===== src/rtl/fpep_pkg.sv =====
package fpep_pkg;

	// register indices on the plain register port
	localparam logic [1:0] FPEP_OFS_CTRL1 = 2'h0;
	localparam logic [1:0] FPEP_OFS_CTRL2 = 2'h1;
	localparam logic [1:0] FPEP_OFS_BLKSEL = 2'h2;

	// flash_control_one field positions
	localparam int FPEP_C1_PROG = 0;
	localparam int FPEP_C1_ERASE = 1;
	localparam int FPEP_C1_PV = 2;
	localparam int FPEP_C1_EV = 3;
	localparam int FPEP_C1_SWE = 6;

	// flash_control_two field positions
	localparam int FPEP_C2_PSU = 0;
	localparam int FPEP_C2_ESU = 1;
	localparam int FPEP_C2_FLASH_ERROR_FLAG = 7;

	// reset values
	localparam logic [7:0] FPEP_CTRL_RST = 8'h00;
	localparam logic [7:0] FPEP_BLK_RST = 8'h00;

	// hardware reset minimum hold at the pin, system cycles
	localparam int FPEP_RST_HOLD_CYC = 10;

	typedef struct packed {
		logic [1:0] addr;
		logic [7:0] wdata;
		logic       wr;
		logic       rd;
	} fpep_req_t;

	typedef struct packed {
		logic prog;
		logic erase;
		logic pverify;
		logic everify;
	} fpep_mode_t;

	typedef enum logic [3:0] {
		FPEP_ST_PROT = 4'b0001,
		FPEP_ST_OPEN = 4'b0010,
		FPEP_ST_ERR  = 4'b0100,
		FPEP_ST_HOLD = 4'b1000
	} fpep_state_t;

endpackage


===== src/rtl/fpep_protect.sv =====
// Chosen here: the register addresses and strobed register access.
`timescale 1ns/100ps
`default_nettype none
module fpep_protect
	import fpep_pkg::*;
(
	input  wire logic       mclk,
	input  wire logic       rstn,
	input  wire logic [1:0] reg_addr,
	input  wire logic [7:0] reg_wdata,
	input  wire logic       reg_wr,
	input  wire logic       reg_rd,
	output logic      [7:0] reg_rdata,
	input  wire logic       flash_write_enable_pin,
	input  wire logic       standby,
	input  wire logic       flash_read,
	input  wire logic       exception_start,
	input  wire logic       sleep_exec,
	input  wire logic [7:0] array_rdata,
	output logic      [7:0] flash_rdata,
	output logic            flash_read_undefined,
	output logic      [7:0] erase_enable,
	output logic            prog_active,
	output logic            erase_active,
	output logic            pverify_active,
	output logic            everify_active,
	output logic            prog_setup,
	output logic            erase_setup,
	output logic            flash_error_flag
);

	fpep_req_t   req;
	fpep_state_t state_q;
	fpep_state_t state_d;
	logic [7:0]  ctrl1_q;
	logic [7:0]  ctrl2_q;
	logic [7:0]  blksel_q;
	logic        flash_error_flag_q;
	logic        hw_prot;
	logic        pulse_on;
	logic        err_event;

	assign req = '{addr: reg_addr, wdata: reg_wdata, wr: reg_wr, rd: reg_rd};

	// one bit of a register by field position, used for both control registers
	function automatic logic fld(input logic [7:0] r, input int pos);
		fld = r[pos];
	endfunction

	// pin low or standby forces protected; registers cleared below
	assign hw_prot = !flash_write_enable_pin || standby;

	// a pulse only runs with swe set and no hardware or error protection
	assign pulse_on = !hw_prot && fld(ctrl1_q, FPEP_C1_SWE) && !flash_error_flag_q
		&& (fld(ctrl1_q, FPEP_C1_PROG) || fld(ctrl1_q, FPEP_C1_ERASE));

	// malfunction detectors, only meaningful while a bit is really driving the array
	assign err_event = pulse_on && (flash_read || exception_start || sleep_exec);

	// control register one; pin low and standby clear it
	always_ff @(posedge mclk or negedge rstn)
	begin
		if (!rstn)
			ctrl1_q <= FPEP_CTRL_RST;
		else if (hw_prot)
			ctrl1_q <= FPEP_CTRL_RST;
		else if (req.wr && req.addr == FPEP_OFS_CTRL1)
			ctrl1_q <= req.wdata; // writable even in error state
	end

	// control register two, error bit kept apart
	always_ff @(posedge mclk or negedge rstn)
	begin
		if (!rstn)
			ctrl2_q <= FPEP_CTRL_RST;
		else if (hw_prot)
			ctrl2_q <= FPEP_CTRL_RST;
		else if (req.wr && req.addr == FPEP_OFS_CTRL2)
			ctrl2_q <= {1'b0, req.wdata[6:0]};
	end

	// block select register
	always_ff @(posedge mclk or negedge rstn)
	begin
		if (!rstn)
			blksel_q <= FPEP_BLK_RST;
		else if (hw_prot)
			blksel_q <= FPEP_BLK_RST;
		else if (req.wr && req.addr == FPEP_OFS_BLKSEL)
			blksel_q <= req.wdata;
	end

	// sticky error flag: only reset clears, no write path, pin ignored
	always_ff @(posedge mclk or negedge rstn)
	begin
		if (!rstn)
			flash_error_flag_q <= 1'b0;
		else if (err_event)
			flash_error_flag_q <= 1'b1;
	end

	// state tracking for visibility
	always_comb
	begin
		state_d = state_q;
		unique case (state_q)
			FPEP_ST_PROT:
			begin
				if (flash_error_flag_q)
					state_d = FPEP_ST_ERR;
				else if (!hw_prot && fld(ctrl1_q, FPEP_C1_SWE))
					state_d = FPEP_ST_OPEN;
			end
			// flag may rise in the very cycle protection lifts, so look at it here too
			FPEP_ST_OPEN:
			begin
				if (err_event || flash_error_flag_q)
					state_d = FPEP_ST_ERR;
				else if (hw_prot || !fld(ctrl1_q, FPEP_C1_SWE))
					state_d = FPEP_ST_PROT;
			end
			FPEP_ST_ERR:
			begin
				if (standby)
					state_d = FPEP_ST_HOLD;
			end
			FPEP_ST_HOLD:
			begin
				if (!standby)
					state_d = FPEP_ST_ERR;
			end
			default:      state_d = FPEP_ST_PROT;
		endcase
	end

	always_ff @(posedge mclk or negedge rstn)
	begin
		if (!rstn)
			state_q <= FPEP_ST_PROT;
		else
			state_q <= state_d;
	end

	// array controls; error aborts pulses but leaves verify usable
	always_ff @(posedge mclk or negedge rstn)
	begin
		if (!rstn)
		begin
			prog_active    <= 1'b0;
			erase_active   <= 1'b0;
			pverify_active <= 1'b0;
			everify_active <= 1'b0;
			prog_setup     <= 1'b0;
			erase_setup    <= 1'b0;
			erase_enable   <= 8'h00;
		end
		else
		begin
			prog_active  <= pulse_on && !err_event && fld(ctrl1_q, FPEP_C1_PROG)
				&& blksel_q != 8'h00;
			erase_active <= pulse_on && !err_event && fld(ctrl1_q, FPEP_C1_ERASE)
				&& blksel_q != 8'h00;
			pverify_active <= !hw_prot && fld(ctrl1_q, FPEP_C1_SWE) && fld(ctrl1_q, FPEP_C1_PV);
			everify_active <= !hw_prot && fld(ctrl1_q, FPEP_C1_SWE) && fld(ctrl1_q, FPEP_C1_EV);
			prog_setup   <= !hw_prot && fld(ctrl1_q, FPEP_C1_SWE) && fld(ctrl2_q, FPEP_C2_PSU);
			erase_setup  <= !hw_prot && fld(ctrl1_q, FPEP_C1_SWE) && fld(ctrl2_q, FPEP_C2_ESU);
			erase_enable <= (pulse_on && !err_event) ? blksel_q : 8'h00;
		end
	end

	// read data path; undefined marked, data forced while bits set
	always_ff @(posedge mclk or negedge rstn)
	begin
		if (!rstn)
		begin
			flash_rdata          <= 8'h00;
			flash_read_undefined <= 1'b0;
		end
		else
		begin
			flash_read_undefined <= fld(ctrl1_q, FPEP_C1_PROG) || fld(ctrl1_q, FPEP_C1_ERASE);
			flash_rdata <= (fld(ctrl1_q, FPEP_C1_PROG) || fld(ctrl1_q, FPEP_C1_ERASE)) ? 8'hff : array_rdata;
		end
	end

	// register read port, data one cycle after strobe
	always_ff @(posedge mclk or negedge rstn)
	begin
		if (!rstn)
			reg_rdata <= 8'h00;
		else if (req.rd)
			unique case (req.addr)
				FPEP_OFS_CTRL1:  reg_rdata <= ctrl1_q;
				FPEP_OFS_CTRL2:  reg_rdata <= {flash_error_flag_q, ctrl2_q[6:0]};
				FPEP_OFS_BLKSEL: reg_rdata <= blksel_q;
				default:         reg_rdata <= 8'h00;
			endcase
		else
			reg_rdata <= 8'h00;
	end

	assign flash_error_flag = flash_error_flag_q;

	a_err_sticky: assert property (@(posedge mclk) disable iff (!rstn)
		flash_error_flag_q |=> flash_error_flag_q) else $error("error flag dropped without reset");
	a_err_set: assert property (@(posedge mclk) disable iff (!rstn)
		(pulse_on && flash_read) |=> flash_error_flag_q) else $error("read during pulse not flagged");
	a_exc_set: assert property (@(posedge mclk) disable iff (!rstn)
		(pulse_on && exception_start) |=> flash_error_flag_q && !prog_active && !erase_active) else $error("exception not flagged");
	a_sleep_set: assert property (@(posedge mclk) disable iff (!rstn)
		(pulse_on && sleep_exec) |=> flash_error_flag_q) else $error("sleep not flagged");
	a_pin_clears: assert property (@(posedge mclk) disable iff (!rstn)
		!flash_write_enable_pin |=> ctrl1_q == 8'h00 && blksel_q == 8'h00) else $error("pin low did not clear");
	a_hw_block: assert property (@(posedge mclk) disable iff (!rstn)
		hw_prot |=> !prog_active && !erase_active && !pverify_active && erase_enable == 8'h00)
		else $error("operation under hardware protection");
	a_swe_block: assert property (@(posedge mclk) disable iff (!rstn)
		!fld(ctrl1_q, FPEP_C1_SWE) |=> !prog_active && !erase_active && !everify_active)
		else $error("operation with swe clear");
	a_err_noprog: assert property (@(posedge mclk) disable iff (!rstn)
		flash_error_flag_q |=> !prog_active && !erase_active) else $error("pulse restarted in error state");
	a_zero_sel: assert property (@(posedge mclk) disable iff (!rstn)
		blksel_q == 8'h00 |=> !erase_active && !prog_active) else $error("pulse with no block selected");
	a_undef_rd: assert property (@(posedge mclk) disable iff (!rstn)
		fld(ctrl1_q, FPEP_C1_ERASE) |=> flash_read_undefined) else $error("read not marked undefined");

	// standby clears control one, control two and block select; the error flag stays set
	a_standby_clr: assert property (@(posedge mclk) disable iff (!rstn)
		standby |=> ctrl1_q == FPEP_CTRL_RST && ctrl2_q == FPEP_CTRL_RST && blksel_q == FPEP_BLK_RST)
		else $error("standby did not clear registers");

	// pin low clears control two as well
	a_pin_ctrl2: assert property (@(posedge mclk) disable iff (!rstn)
		!flash_write_enable_pin |=> ctrl2_q == FPEP_CTRL_RST)
		else $error("pin low did not clear control two");

	// no program pulse without its mode bit
	a_prog_bit: assert property (@(posedge mclk) disable iff (!rstn)
		!fld(ctrl1_q, FPEP_C1_PROG) |=> !prog_active)
		else $error("program pulse without mode bit");

	// no erase pulse without its mode bit
	a_erase_bit: assert property (@(posedge mclk) disable iff (!rstn)
		!fld(ctrl1_q, FPEP_C1_ERASE) |=> !erase_active)
		else $error("erase pulse without mode bit");

	// block enables all low while no pulse may run
	a_sel_idle: assert property (@(posedge mclk) disable iff (!rstn)
		!pulse_on |=> erase_enable == FPEP_BLK_RST)
		else $error("block enabled with no pulse");

	// only selected blocks see the pulse
	a_sel_follow: assert property (@(posedge mclk) disable iff (!rstn)
		(pulse_on && !err_event) |=> erase_enable == $past(blksel_q))
		else $error("block enables differ from selection");

	// flag only rises on a detected malfunction
	a_flag_cause: assert property (@(posedge mclk) disable iff (!rstn)
		$rose(flash_error_flag_q) |-> $past(err_event))
		else $error("error flag rose without cause");

	// program verify still reachable in error state
	a_pv_err: assert property (@(posedge mclk) disable iff (!rstn)
		(flash_error_flag_q && !hw_prot && fld(ctrl1_q, FPEP_C1_SWE) && fld(ctrl1_q, FPEP_C1_PV)) |=> pverify_active)
		else $error("program verify refused in error state");

	// erase verify still reachable in error state
	a_ev_err: assert property (@(posedge mclk) disable iff (!rstn)
		(flash_error_flag_q && !hw_prot && fld(ctrl1_q, FPEP_C1_SWE) && fld(ctrl1_q, FPEP_C1_EV)) |=> everify_active)
		else $error("erase verify refused in error state");

	// registers stay writable in error state
	a_err_wr: assert property (@(posedge mclk) disable iff (!rstn)
		(flash_error_flag_q && !hw_prot && req.wr && req.addr == FPEP_OFS_BLKSEL) |=> blksel_q == $past(req.wdata))
		else $error("block select write lost in error state");

	// tracker must follow the flag into error protection
	a_err_state: assert property (@(posedge mclk) disable iff (!rstn)
		flash_error_flag_q |=> (state_q == FPEP_ST_ERR || state_q == FPEP_ST_HOLD))
		else $error("state tracker left error protection");

	// standby inside error protection still clears registers
	a_stby_err: assert property (@(posedge mclk) disable iff (!rstn)
		(flash_error_flag_q && standby) |=> ctrl1_q == FPEP_CTRL_RST && blksel_q == FPEP_BLK_RST)
		else $error("standby in error state kept registers");

	// neither pin nor a write may clear the flag
	a_flag_keep: assert property (@(posedge mclk) disable iff (!rstn)
		(flash_error_flag_q && (!flash_write_enable_pin || req.wr)) |=> flash_error_flag_q)
		else $error("error flag cleared by pin or write");

	// software has no way to set the flag
	a_flag_ro: assert property (@(posedge mclk) disable iff (!rstn)
		(!flash_error_flag_q && !err_event) |=> !flash_error_flag_q)
		else $error("error flag set without malfunction");

	// exception start takes the block enables away at once
	a_exc_abort: assert property (@(posedge mclk) disable iff (!rstn)
		(pulse_on && exception_start) |=> erase_enable == FPEP_BLK_RST)
		else $error("exception did not abort block enables");

	// setup and verify lines are held off under hardware protection
	a_hw_setup: assert property (@(posedge mclk) disable iff (!rstn)
		hw_prot |=> !prog_setup && !erase_setup && !everify_active)
		else $error("setup or verify under hardware protection");

	// program bit set forces undefined read data
	a_undef_prog: assert property (@(posedge mclk) disable iff (!rstn)
		fld(ctrl1_q, FPEP_C1_PROG) |=> flash_read_undefined && flash_rdata == 8'hff)
		else $error("read during program not undefined");

	// clean reads pass array data one cycle later
	a_clean_rd: assert property (@(posedge mclk) disable iff (!rstn)
		!(fld(ctrl1_q, FPEP_C1_PROG) || fld(ctrl1_q, FPEP_C1_ERASE))
		|=> flash_rdata == $past(array_rdata) && !flash_read_undefined) else $error("array data not passed");

	// sleep during a pulse aborts it
	a_sleep_abort: assert property (@(posedge mclk) disable iff (!rstn)
		(pulse_on && sleep_exec) |=> !prog_active && !erase_active)
		else $error("sleep did not abort pulse");

endmodule
`default_nettype wire


===== config.mk =====
export PLATFORM = sky130hd
export DESIGN_NAME = fpep_protect
export DESIGN_NICKNAME = d
export VERILOG_FILES = /design/src/rtl/fpep_pkg.sv /design/src/rtl/fpep_protect.sv
export SDC_FILE = /design/constraint.sdc
export NUM_CORES = 1
export LEC_CHECK = 0
export ABC_CLOCK_PERIOD_IN_PS = 1450
export BUFFER_PORTS_ARGS = -buffer_cell sky130_fd_sc_hd__buf_2
export CAP_MARGIN = 20
export CORE_MARGIN = 5
export CORE_UTILIZATION = 40
export DETAILED_ROUTE_END_ITERATION = 8
export GPL_TIMING_DRIVEN = 0
export PLACE_DENSITY_LB_ADDON = 0.12
export REMOVE_ABC_BUFFERS = 1
export SYNTH_ARGS = -nofsm -noshare
export SYNTH_HDL_FRONTEND = slang
export SYNTH_SLANG_ARGS = --single-unit

===== constraint.sdc =====
create_clock -name mclk -period 1.45 [get_ports mclk]
set_input_delay 0.0725 -clock mclk [delete_from_list [all_inputs] [get_ports mclk]]
set_output_delay 0.0725 -clock mclk [all_outputs]
set_load 0.005 [all_outputs]

==> out/qor.yml <==
path_clk_slew_ps: 90
synth_compound_area_share_pct: 3.20
grt_max_degree: 34
p_leak_nw: 1.50
power.density_mw_per_mm2: 929
dp_hpwl_um: 3210
grt_usage_pct: 13.6
muxShareOfSynthArea_pct: 13.9
drtIter0Drc: 37
min_to: "ctrl2_q[3]$_DFFE_PN0P_"
grt_overflow_total: 0
start_kind: "register"
mostFrequentLayoutCell: "buf_2"
hold_slack_ps: 50.7
grt_pass1_vias: 1533
maxSlewViolCount: 0
htreeDepth: 2
fin_skew_ps: 4.09
syn_area_mm2: 0.00223
nFillCells: 531
drive_above_1_share_pct: 34.7
port_buffers: 58
fp-row-count: 27
syn_inst: 181
synth-simple-area-share_pct: 18.8
antenna_found_initial: 0
start_util_pct: 40.8
die_h_um: 84.7
fmax_mhz: 731
final_hold_viol_count: 0
relSlewSlack_pct: 39.6
endpoint_kind: "register"
cts_root_buf: "clkbuf_8"
clk_latency_ps: 290
diodes: 0
layout.cells.non_filler: 320
dieWidth_um: 84.7
worstHoldStart: "reg_wdata[3]"
core_mm2: 0.00547
cts_made_buffers: 5
area_growth_pct: 23.9
holdPathStages: 3
first_pass_iters: 4
hp-class: "in -> reg"
antenna_left: 0
final_cell_mix: "buf_2 (58), dfrtp_1 (55), mux2i_1 (31)"
ys_ff_latch: 55
max-vdd-ir-drop_uv: 438
vias: 1475
ys_seq_area_share_pct: 61.7
r2r-end: "erase_enable[1]$_DFF_PN0_"
layout.nets: 274
crit_required_ps: 1640
place.gp.congestion: 0.726
yosys.cell_types.count: 22
r2r-start: "ctrl1_q[0]$_DFFE_PN0P_"
synth_fa_ha_area_share_pct: 0
setup_viol: 0
vias_per_cell: 4.61
yosys_warnings: 0
tritoncts: "built"
register_area_mm2: 0.00138
worstSetupPathType: "reg -> reg"
cp.arrival_ps: 1560
dieArea_mm2: 0.00717
grt_pass1_wl_um: 7630
multiInputGateArea_um2: 806
r2r_slack_ps: 80
cts.sinks: 55
route.detailed.drc: 0
place_inst: 302
cts_buffer_depth: 2
synth_top_family_by_area: "simple AND/OR/NAND/NOR gates"
fin_crit_ps: 1370
min_period_over_period_pct: 94.4
maxCapViolCount: 0
crit_fanout: 12
worst_slew_pin_slew_ps: 906
routed_wl_um: 4520
reg2reg_depth: 4
pin_count: 59
synth_area_per_cell_um2: 12.3
post_drt_wl_per_cell_um: 14.1
synthXorXnorAreaFrac_pct: 0
status: "completed"
rsz0062_at_grt: "false"
[flip-flops by register name, indices dropped and copies added, names as in the netlist]
signal / flops
prog_active: 1
blksel_q: 8
erase_setup: 1
erase_enable: 8
everify_active: 1
flash_rdata: 8
reg_rdata: 8
ctrl2_q: 7
flash_read_undefined: 1
erase_active: 1
prog_setup: 1
flash_error_flag: 1
pverify_active: 1
ctrl1_q: 8
[layout make-up]
class | instances | area share (%)
Clock buffer | 7 | 2.76
Clock inverter | 1 | 0.181
Inverter | 1 | 0.136
Multi-Input combinational cell | 115 | 29.1
Sequential cell | 55 | 49.8
Tap cell | 72 | 3.26
Timing Repair Buffer | 69 | 14.8
[logic make-up (layout without fill, tap and decap cells)]
logic type | after synthesis | in the layout
and+or+nand+nor | 75 | 75
DFF | 55 | 55
muxes | 31 | 31
buffers and inverters | 11 | 78
AOI/OAI and AO/OA | 9 | 9
[critical path: stages (launching register included)]
cell and delay [ps]:
dfrtp_1 500, nor2_1 340, nor4_4 70, buf_4 170, and2_2 180
[where the power goes]
part           total [mW]  internal [mW]  switching (mW)
Clock               0.782          0.340           0.442
Sequential           1.57           1.56          0.0126
Combinational       0.218          0.102           0.116
Total                2.57           2.00           0.571
[per-stage QoR]
| step | utilization [%] | setup slack, ps | cell area, µm² | setup TNS, ps | power, mW |
|---|---|---|---|---|---|
| global placement | 46.8 | -716 | 2560 | -6000 | 1.80 |
| CTS | 50.5 | 73.0 | 2770 | 0 | 2.62 |
| detailed placement | 47.3 | -114 | 2590 | -1020 | 1.81 |
| global route | 50.5 | 7.68 | 2770 | 0 | 2.69 |
| floorplan | - | 2.79 | 2180 | 0 | 1.68 |
| finish | 50.5 | 81.4 | 2770 | 0 | 2.57 |
[routing by layer]
layer	vias up	share of wire, %	track usage (%)
li1	738	-	-
met1	698	41	16.4
met2	37	53	23.9
met3	2	5.5	3.93
met4	0	0.51	3.02
met5	-	0	0
[worst max path at each step]
stage | start | to | cells after the start
2_1_floorplan | reg_addr[0] | ctrl1_q[0]$_DFFE_PN0P_ | 3
3_3_place_gp | reg_addr[1] | ctrl1_q[1]$_DFFE_PN0P_ | 4
3_5_place_dp | reg_addr[1] | ctrl1_q[5]$_DFFE_PN0P_ | 4
4_1_cts | ctrl1_q[0]$_DFFE_PN0P_ | erase_enable[1]$_DFF_PN0_ | 4
5_1_grt | ctrl1_q[0]$_DFFE_PN0P_ | erase_enable[1]$_DFF_PN0_ | 4
6_report | ctrl1_q[0]$_DFFE_PN0P_ | erase_enable[1]$_DFF_PN0_ | 4
[cells in the mapped netlist (all sizes together)]
| cell | instances | area (µm²) |
|---|---|---|
| a21boi | 8 | 60.1 |
| a41o | 1 | 11.3 |
| and2 | 8 | 60.1 |
| and3 | 6 | 37.5 |
| buf | 5 | 31.3 |
| clkbuf | 5 | 18.8 |
| dfrtp | 55 | 1380 |
| inv | 1 | 3.75 |
| mux2i | 31 | 310 |
| nand2 | 9 | 33.8 |
| nand2b | 1 | 6.26 |
| nand3b | 3 | 22.5 |
| nor2 | 25 | 93.8 |
| nor2b | 2 | 12.5 |
| nor3b | 1 | 7.51 |
| nor4 | 3 | 33.8 |
| or2 | 8 | 50.1 |
| or3 | 9 | 61.3 |
[repair_timing]
action | 4_1_cts | 5_1_grt
resized for setup | 0 | 0
buffers inserted | 1 | 0
endpoints found under the hold margin | 30 | 0
hold buffers | 9 | 0
endpoints found under the setup margin | 10 | 0
Note: power is estimated with default switching activity, not from simulation.
